File: src/design/vic_pkg.sv
// Constants, register map and carrier types of the vectored interrupt controller.
// Assumes a 32-bit APB register bus and one system clock.
package vic_pkg;

  // ==========================================================================
  // Sizes
  localparam int NUM_SRC = 64;
  localparam int NUM_VEC = 44;
  localparam int NUM_PRIO_REG = 11;
  localparam int NUM_EXT = 5;
  localparam int EXT_IRQ_FIRST = 3;
  localparam int EXT_IRQ_STEP = 5;
  localparam int TIMER_IRQ = 0;
  localparam int CAPT_ERR_IRQ = 5;
  localparam int CAPT_IRQ = 6;
  localparam int CONV_IRQ = 28;

  // ==========================================================================
  // Register byte offsets
  localparam logic [11:0] OFF_CTRL = 12'h000;
  localparam logic [11:0] OFF_STAT = 12'h010;
  localparam logic [11:0] OFF_FLAG_LO = 12'h030;
  localparam logic [11:0] OFF_FLAG_HI = 12'h040;
  localparam logic [11:0] OFF_EN_LO = 12'h060;
  localparam logic [11:0] OFF_EN_HI = 12'h070;
  localparam logic [11:0] OFF_PRIO0 = 12'h090;
  localparam logic [11:0] OFF_PRIO_END = 12'h140;
  localparam logic [11:0] OFF_VBASE = 12'h200;
  localparam logic [11:0] OFF_VSPACE = 12'h210;

  // ==========================================================================
  // Field layout and reset values
  localparam int CTRL_MVEC = 12;
  localparam int STAT_IPL_LSB = 8;
  localparam int PRIO_SLOT_W = 8;
  localparam logic [31:0] CTRL_MASK = 32'h0000101f;
  localparam logic [31:0] PRIO_MASK = 32'h1f1f1f1f;
  localparam logic [31:0] VBASE_MASK = 32'hfffffffc;
  localparam logic [31:0] VSPACE_MASK = 32'h0000fffc;
  localparam logic [31:0] VBASE_RST = 32'h00000000;
  localparam logic [31:0] VSPACE_RST = 32'h00000020;

  // ==========================================================================
  // Source tables
  localparam logic [63:0] PERSIST_MASK = 64'h0ffffff816318c60;
  localparam logic [63:0][5:0] VEC_MAP = {
    6'h2b, 6'h2a, 6'h29, 6'h28, 6'h27, 6'h26, 6'h26, 6'h26,
    6'h25, 6'h25, 6'h25, 6'h24, 6'h24, 6'h24, 6'h23, 6'h23,
    6'h22, 6'h22, 6'h22, 6'h21, 6'h21, 6'h21, 6'h20, 6'h20,
    6'h20, 6'h1f, 6'h1f, 6'h1f, 6'h1e, 6'h1d, 6'h1c, 6'h1b,
    6'h1a, 6'h19, 6'h18, 6'h17, 6'h16, 6'h15, 6'h15, 6'h14,
    6'h13, 6'h12, 6'h11, 6'h11, 6'h10, 6'h0f, 6'h0e, 6'h0d,
    6'h0d, 6'h0c, 6'h0b, 6'h0a, 6'h09, 6'h09, 6'h08, 6'h07,
    6'h06, 6'h05, 6'h05, 6'h04, 6'h03, 6'h02, 6'h01, 6'h00};

  // ==========================================================================
  // Request presented to the processor
  typedef struct packed {
    logic req;
    logic [5:0] vec;
    logic [2:0] ipl;
    logic [31:0] addr;
  } vic_cpu_t;

endpackage

File: src/design/vic_top.sv
// Vectored interrupt controller with an APB register slave.
// Assumes APB signals, source requests and pins synchronous to pclk.
//
// Functional notes
// - Up to 64 request sources, each with its own request number.
// - Sources map onto at most 44 vectors, some vectors shared.
// - Single-vector mode uses one common vector; multi-vector uses assigned vectors.
// - Five external pins, each with selectable edge polarity setting its flag.
// - Each vector has a priority of seven active levels deciding presentation.
// - Four subpriority levels order vectors of equal priority.
// - A software write of a flag acts like a hardware event.
// - Priority resolved outside the CPU before the winner is presented.
// - No shadow register set is provided or selected.
// - Vector table base is software configurable.
// - Vector spacing is software configurable; addresses computed from it.
// - Core timer is request 0, vector 0, bit 0, fields 4:2/1:0.
// - Each priority register holds four vector slots; slot four serves pin 0.
// - Capture one error and event share vector 5 and one field pair.
// - Serial one fault, receive, transmit share vector 31; receive at high bit 5.
// - Converter done and marked capture, serial, USB sources are persistent.
// - USB is request 35, vector 30, high bit 3, persistent.
// - Requests 32 and up use the high flag and enable registers.
`timescale 1ns/1ps
`default_nettype none

module vic_top #(
  parameter int NSRC = 64,
  parameter int NVEC = 44
) (
  input wire logic pclk,
  input wire logic presetn,
  input wire logic psel,
  input wire logic penable,
  input wire logic pwrite,
  input wire logic [11:0] paddr,
  input wire logic [31:0] pwdata,
  output logic [31:0] prdata,
  output logic pready,
  output logic pslverr,
  input wire logic [63:0] src_req,
  input wire logic [4:0] ext_pin,
  output vic_pkg::vic_cpu_t cpu
);
  import vic_pkg::*;

  // ==========================================================================
  // Elaboration check
  if (NSRC != NUM_SRC || NVEC != NUM_VEC) begin : g_chk
    $error("vic_top serves only the fixed 64-source, 44-vector map.");
  end

  // ==========================================================================
  // State
  logic [63:0] flag_r;
  logic [63:0] flag_nxt;
  logic [63:0] en_r;
  logic [63:0] src_q_r;
  logic [63:0] set_ev;
  logic [4:0] ext_q_r;
  logic [4:0] ext_edge;
  logic [31:0] ctrl_r;
  logic [31:0] vbase_r;
  logic [31:0] vspace_r;
  logic [NUM_PRIO_REG-1:0][31:0] prio_r;
  logic [31:0] prdata_r;
  logic pslverr_r;
  logic [31:0] rdata;
  logic hit;
  logic wr_acc;
  logic rd_setup;
  logic [4:0] best_key;
  logic [4:0] key;
  logic [5:0] best_irq;
  logic found;
  logic [5:0] win_vec;
  vic_cpu_t cpu_r;

  // ==========================================================================
  // Helpers

  // Priority and subpriority of a vector; four slots per register.
  function automatic logic [4:0] vfield(input logic [5:0] v,
                                        input logic [NUM_PRIO_REG-1:0][31:0] regs);
    logic [31:0] w;
    w = regs[v[5:2]];
    return w[PRIO_SLOT_W*v[1:0] +: 5];
  endfunction

  // True when the address hits one of the priority registers.
  function automatic logic is_prio(input logic [11:0] a);
    return a >= OFF_PRIO0 && a < OFF_PRIO_END && a[3:0] == 4'h0;
  endfunction

  // Index of the priority register at an address.
  function automatic logic [3:0] prio_idx(input logic [11:0] a);
    logic [11:0] d;
    d = a - OFF_PRIO0;
    return d[7:4];
  endfunction

  assign wr_acc = psel && penable && pwrite;
  assign rd_setup = psel && !penable;

  // ==========================================================================
  // Event capture

  always_ff @(posedge pclk or negedge presetn) begin
    if (!presetn) begin
      src_q_r <= 64'h0;
      ext_q_r <= 5'h0;
    end else begin
      src_q_r <= src_req;
      ext_q_r <= ext_pin;
    end
  end

  // Polarity bit set selects the rising edge, clear the falling edge.
  always_comb begin
    for (int k = 0; k < NUM_EXT; k++) begin
      if (ctrl_r[k]) begin
        ext_edge[k] = ext_pin[k] && !ext_q_r[k];
      end else begin
        ext_edge[k] = !ext_pin[k] && ext_q_r[k];
      end
    end
  end

  // Persistent sources set while their level stays high; others on a rising edge.
  always_comb begin
    set_ev = (src_req & PERSIST_MASK) | (src_req & ~src_q_r & ~PERSIST_MASK);
    for (int k = 0; k < NUM_EXT; k++) begin
      set_ev[EXT_IRQ_FIRST + EXT_IRQ_STEP*k] = set_ev[EXT_IRQ_FIRST + EXT_IRQ_STEP*k] | ext_edge[k];
    end
  end

  // ==========================================================================
  // Flags: a write stores the written value, then events are merged so set wins.

  always_comb begin
    flag_nxt = flag_r;
    if (wr_acc && paddr == OFF_FLAG_LO) begin
      flag_nxt[31:0] = pwdata;
    end
    if (wr_acc && paddr == OFF_FLAG_HI) begin
      flag_nxt[63:32] = pwdata;
    end
    flag_nxt = flag_nxt | set_ev;
  end

  always_ff @(posedge pclk or negedge presetn) begin
    if (!presetn) begin
      flag_r <= 64'h0;
    end else begin
      flag_r <= flag_nxt;
    end
  end

  // ==========================================================================
  // Configuration registers

  always_ff @(posedge pclk or negedge presetn) begin
    if (!presetn) begin
      en_r <= 64'h0;
    end else if (wr_acc && paddr == OFF_EN_LO) begin
      en_r[31:0] <= pwdata;
    end else if (wr_acc && paddr == OFF_EN_HI) begin
      en_r[63:32] <= pwdata;
    end
  end

  always_ff @(posedge pclk or negedge presetn) begin
    if (!presetn) begin
      ctrl_r <= 32'h0;
    end else if (wr_acc && paddr == OFF_CTRL) begin
      ctrl_r <= pwdata & CTRL_MASK;
    end
  end

  always_ff @(posedge pclk or negedge presetn) begin
    if (!presetn) begin
      vbase_r <= VBASE_RST;
      vspace_r <= VSPACE_RST;
    end else if (wr_acc && paddr == OFF_VBASE) begin
      vbase_r <= pwdata & VBASE_MASK;
    end else if (wr_acc && paddr == OFF_VSPACE) begin
      vspace_r <= pwdata & VSPACE_MASK;
    end
  end

  always_ff @(posedge pclk or negedge presetn) begin
    if (!presetn) begin
      prio_r <= '0;
    end else if (wr_acc && is_prio(paddr)) begin
      prio_r[prio_idx(paddr)] <= pwdata & PRIO_MASK;
    end
  end

  // ==========================================================================
  // Priority resolution

  // Descending scan with a non-strict compare lets the lowest request win ties.
  always_comb begin
    best_key = 5'h0;
    best_irq = 6'h0;
    found = 1'h0;
    key = 5'h0;
    for (int i = NUM_SRC - 1; i >= 0; i--) begin
      key = vfield(VEC_MAP[i], prio_r);
      if (flag_r[i] && en_r[i] && key[4:2] != 3'h0 && key >= best_key) begin
        best_key = key;
        best_irq = 6'(i);
        found = 1'h1;
      end
    end
  end

  assign win_vec = ctrl_r[CTRL_MVEC] ? VEC_MAP[best_irq] : 6'h00;

  // Only the resolved winner reaches the processor port; no register set select exists.
  always_ff @(posedge pclk or negedge presetn) begin
    if (!presetn) begin
      cpu_r <= '0;
    end else begin
      cpu_r.req <= found;
      cpu_r.vec <= win_vec;
      cpu_r.ipl <= best_key[4:2];
      cpu_r.addr <= vbase_r + ({26'h0, win_vec} * vspace_r);
    end
  end

  assign cpu = cpu_r;

  // ==========================================================================
  // APB slave: data captured in setup, answer in the first access cycle.

  always_comb begin
    rdata = 32'h0;
    hit = 1'h1;
    if (is_prio(paddr)) begin
      rdata = prio_r[prio_idx(paddr)];
    end else begin
      case (paddr)
        OFF_CTRL: rdata = ctrl_r;
        OFF_STAT: rdata = {21'h0, cpu_r.ipl, 2'h0, cpu_r.vec};
        OFF_FLAG_LO: rdata = flag_r[31:0];
        OFF_FLAG_HI: rdata = flag_r[63:32];
        OFF_EN_LO: rdata = en_r[31:0];
        OFF_EN_HI: rdata = en_r[63:32];
        OFF_VBASE: rdata = vbase_r;
        OFF_VSPACE: rdata = vspace_r;
        default: hit = 1'h0;
      endcase
    end
  end

  always_ff @(posedge pclk or negedge presetn) begin
    if (!presetn) begin
      prdata_r <= 32'h0;
      pslverr_r <= 1'h0;
    end else if (rd_setup) begin
      prdata_r <= pwrite ? 32'h0 : rdata;
      pslverr_r <= !hit;
    end
  end

  assign prdata = prdata_r;
  assign pready = penable;
  assign pslverr = pslverr_r && penable;

  // ==========================================================================
  // Assertions

  property p_sw_set;
    @(posedge pclk) disable iff (!presetn)
    wr_acc && paddr == OFF_FLAG_LO |=> (flag_r[31:0] & $past(pwdata)) == $past(pwdata);
  endproperty
  a_sw_set: assert property (p_sw_set) else $error("Software flag write did not set the flag.");

  property p_ext_edge;
    @(posedge pclk) disable iff (!presetn)
    ctrl_r[0] && ext_pin[0] && !ext_q_r[0] |=> flag_r[EXT_IRQ_FIRST];
  endproperty
  a_ext_edge: assert property (p_ext_edge) else $error("External edge did not set its flag.");

  property p_ipl;
    @(posedge pclk) disable iff (!presetn)
    cpu.req |-> cpu.ipl != 3'h0 && cpu.ipl == $past(best_key[4:2]);
  endproperty
  a_ipl: assert property (p_ipl) else $error("Presented priority level is wrong.");

  property p_single;
    @(posedge pclk) disable iff (!presetn)
    !ctrl_r[CTRL_MVEC] ##1 cpu.req |-> cpu.vec == 6'h00;
  endproperty
  a_single: assert property (p_single) else $error("Single-vector mode gave a nonzero vector.");

  property p_req_cause;
    @(posedge pclk) disable iff (!presetn)
    cpu.req |-> $past(|(flag_r & en_r));
  endproperty
  a_req_cause: assert property (p_req_cause) else $error("Request without an enabled pending flag.");

  property p_persist;
    @(posedge pclk) disable iff (!presetn)
    src_req[CONV_IRQ] |=> flag_r[CONV_IRQ];
  endproperty
  a_persist: assert property (p_persist) else $error("Persistent flag not held set.");

  property p_addr;
    @(posedge pclk) disable iff (!presetn)
    cpu.req |-> cpu.addr == $past(vbase_r) + ({26'h0, cpu.vec} * $past(vspace_r));
  endproperty
  a_addr: assert property (p_addr) else $error("Vector address does not follow base and spacing.");

  property p_timer;
    @(posedge pclk) disable iff (!presetn)
    flag_r == 64'h1 && en_r[TIMER_IRQ] && prio_r[0][4:2] != 3'h0 && ctrl_r[CTRL_MVEC]
      |=> cpu.req && cpu.vec == 6'h00 && cpu.ipl == $past(prio_r[0][4:2]);
  endproperty
  a_timer: assert property (p_timer) else $error("Core timer not presented on vector 0.");

  property p_shared;
    @(posedge pclk) disable iff (!presetn)
    (flag_r & en_r & ~((64'h1 << CAPT_ERR_IRQ) | (64'h1 << CONV_IRQ))) == (64'h1 << CAPT_IRQ)
      && prio_r[1][12:10] != 3'h0
      && prio_r[5][28:26] == 3'h0
      && ctrl_r[CTRL_MVEC]
      |=> cpu.req && cpu.vec == 6'h05;
  endproperty
  a_shared: assert property (p_shared) else $error("Capture event not presented on vector 5.");

  property p_tie;
    @(posedge pclk) disable iff (!presetn)
    (flag_r & en_r & ~(64'h1 << CONV_IRQ)) == ((64'h1 << CAPT_ERR_IRQ) | (64'h1 << CAPT_IRQ))
      && prio_r[1][12:10] != 3'h0
      && prio_r[5][28:26] == 3'h0
      |-> found && best_irq == 6'h05;
  endproperty
  a_tie: assert property (p_tie) else $error("Tie not resolved to the lowest request.");

endmodule

`default_nettype wire

File: config.mk
export PLATFORM = sky130hd
export DESIGN_NAME = vic_top
export DESIGN_NICKNAME = d
export VERILOG_FILES = /design/src/design/vic_pkg.sv /design/src/design/vic_top.sv
export SDC_FILE = /design/constraint.sdc
export NUM_CORES = 2
export LEC_CHECK = 0
export BUFFER_PORTS_ARGS = -buffer_cell sky130_fd_sc_hd__buf_2
export CAP_MARGIN = 0
export CORE_MARGIN = 2
export CORE_UTILIZATION = 45
export CTS_CLUSTER_SIZE = 10
export DETAILED_ROUTE_END_ITERATION = 10
export PLACE_DENSITY = 0.57
export SYNTH_ARGS = -nofsm -noshare
export SYNTH_HDL_FRONTEND = slang
export SYNTH_SLANG_ARGS = --single-unit
File: constraint.sdc
create_clock -name pclk -period 165.3 [get_ports pclk]
set_input_delay 49.59 -clock pclk [delete_from_list [all_inputs] [get_ports pclk]]
set_output_delay 49.59 -clock pclk [all_outputs]
set_load 0.005 [all_outputs]
==> metrics <==
post-synthesis compound-gate area fraction=21.9%; crit start category=flop; mux cell area share after synthesis=14.8%; clock sinks=between 500 and 600; synth unique cells=134; DR pass1 iterations=6; Syn-to-layout area delta=9.75%; DR iter-0 viols=between 4000 and 5000; main combinational cell family by area after synthesis=compound AO/OA/AOI/OAI gates; Max-Cap Viols=0; Fin Setup TNS=0 ns; Post-synth top cells=503 x dfrtp_1, 449 x nand2_1, 379 x mux2_2; Nets=5093; antenna-violating nets left=0; Worst path max stage delay=~0.82 ns; grt ovf=0; number of buffers added on ports=191; TritonCTS clock tree=built; Fin. Hold Viols=0; row count=111; WL final=~170 mm; yosys warns=0; Cells after Synth=between 4000 and 5000; CP Capture Type=flop; clock-pin slew on the worst setup and hold paths=0.06 ns; WP data arrival=119.91 ns; Worst EP required=165.80 ns; share of layout cells above drive strength 1=a little under a fifth; Seq/Total Area, Yosys=30.2%; die width=309 µm; Post-CTS Setup Inserts=0; Pwr Density=approximately 6.2 mW/mm²; die area=0.0952 mm²; initial core utilization=~45%; xor and xnor fraction of the mapped netlist area=1.20%; fin crit share=72.2%; antenna cells=0; Fin Hold WS=around 0.43 ns; clock buffer count from CTS=between 60 and 70; Mapped Avg Cell Area=8.99 µm²; Skew-Pair Late Insertion Delay=0.64 ns; synthesized area=0.0418 mm²; clk buf depth=3; area leader, netlist=dfrtp_1; share of the synthesized area in the top cell type=a little under a third; vias per std cell=between 6 and 7; Final Slew Violations=0; CORE AREA=~0.09 mm²; first-pass GRT wire length=250 mm; wire length per cell=28.4 µm; Placer Congestion=approximately 1; maximum vdd drop=6.35 µV; Synth Area in Simple Gates=17.6%; PostCTS Resize Cnt=0; vias in the first global route=37000; hpwl dp=~130 mm; synth top area cells=dfrtp_1 30%, mux2_2 10%, ha_1 6.3%; vias=38800; RSZ-0062 raised after global routing=false; total track usage=roughly 35%; worst rel slew slack=18.5%; status=finished, final reports clean; H-tree depth=3; DR DRC count=0; largest net degree at the start of global routing=162; ys flop type=dfrtp_1; worst min-delay path class=reg2reg; most frequent cell after synthesis=dfrtp_1; Clock Skew=0.0292 ns; CP Max Fanout=20; Die Ht=309 µm; final setup violation count=0; Least-Margin Pin Slew=1.21 ns; Post-synth EDFFs=0; register bit total from synthesis=504; ys async rst share=100%; leakage=21.2 nW; post-synthesis adder-cell area fraction=9.10%; crit path time final=119.42 ns; fmax=0.00837 GHz; Max stage delay cell, worst path=mux2i_1; critical path's most frequent cell=ha_1; Root Buffer=clkbuf_16; io pins=between 150 and 200; initial antenna violation count=6; CP Class=reg2reg; CTS Hold Bufs=0
-- metal layers --
metal	vias to the layer above	track usage, %	wire length, µm
met2	1765	53.4	73600
met4	2	17.3	9200
met5	-	0	11
li1	17400	-	-
met1	19300	48.9	73100
met3	343	6.32	14500
-- flip-flops by register name, summed over array words and instances (netlist names) --
name       cells
vbase_r       30
prdata        32
prio_r       215
ext_q_r        5
key            5
flag_r        64
cpu           40
vspace_r      14
en_r          64
ctrl_r         6
pslverr_r      1
src_q_r       28
-- layout make-up --
class,instances,area [µm²]
fill,8735,46000
multi-input combinational,3600,27100
sequential,504,12600
clock buffer,94,1990
tap,1243,1560
timing repair buffer,228,1260
inverter,315,1180
clock inverter,8,125
-- placed cells by master (no fill, tap or decap), types with 89 or more instances in the layout --
cell / n
nand3_1: 118
nor3_1: 92
a21oi_1: 231
nor2_1: 306
buf_2: 190
o21ai_0: 219
dfrtp_1: 503
a31oi_1: 89
ha_1: 209
mux2_2: 379
inv_1: 314
nand2_1: 446
-- stage by stage --
stage / setup slack, ns / cell area [µm²] / total power [W] / util (%) / instances
after global routing: 36.41 / 45800 / 0.000291 / 49.9 / 5992
after CTS: 47.66 / 45800 / 0.000285 / 49.9 / 5992
after global placement: 49.49 / 43700 / 0.000140 / 47.6 / 5890
final: 45.88 / 45800 / 0.000284 / 49.9 / 5992
after floorplan: 63.18 / 41800 / 0.000131 / - / 4646
after detailed placement: 48.14 / 43700 / 0.000140 / 47.6 / 5890
-- power by group --
group          internal, W  leakage, nW  switching [W]
Sequential        0.000124         6.63    0.000000485
Clock            0.0000876         1.04      0.0000585
Combinational   0.00000312         13.6      0.0000106
Total             0.000215         21.2      0.0000695
-- cells by family (layout without fill, tap and decap cells) --
kind of cell | Yosys count | count (layout)
simple gates | 1465 | 1465
compound gates | 1287 | 1287
fa+ha+maj | 277 | 277
mux | 512 | 512
buf+inv | 542 | 645
xor+xnor | 57 | 57
flops | 504 | 504
other cells | 1 | 2
-- final timing paths --
kind                             start    endpoint  slack [ns]  depth (start not counted)
max in group asynchronous      presetn  prio_r[75]      113.98                          3
hold / removal              src_q_r[4]   flag_r[4]        0.43                          1
hold reg to reg             src_q_r[4]   flag_r[4]        0.43                          1
setup / recovery           prio_r[346]     cpu[31]       45.88                        532
min in group asynchronous      presetn  flag_r[52]       49.01                          1
setup reg to reg           prio_r[346]     cpu[31]       45.88                        532
-- critical path: cells and delay by family, from the launching register on --
family / cells / cell delay (ns)
DFF: 1 / 0.43
adders and majority gates: 74 / 22.04
and+or+nand+nor: 160 / 29.07
xor gates and xnor gates: 2 / 0.35
buffers and inverters: 24 / 2.24
AOI/OAI and AO/OA: 240 / 53.58
muxes: 32 / 11.56
Note: power is estimated with default switching activity, not from simulation.
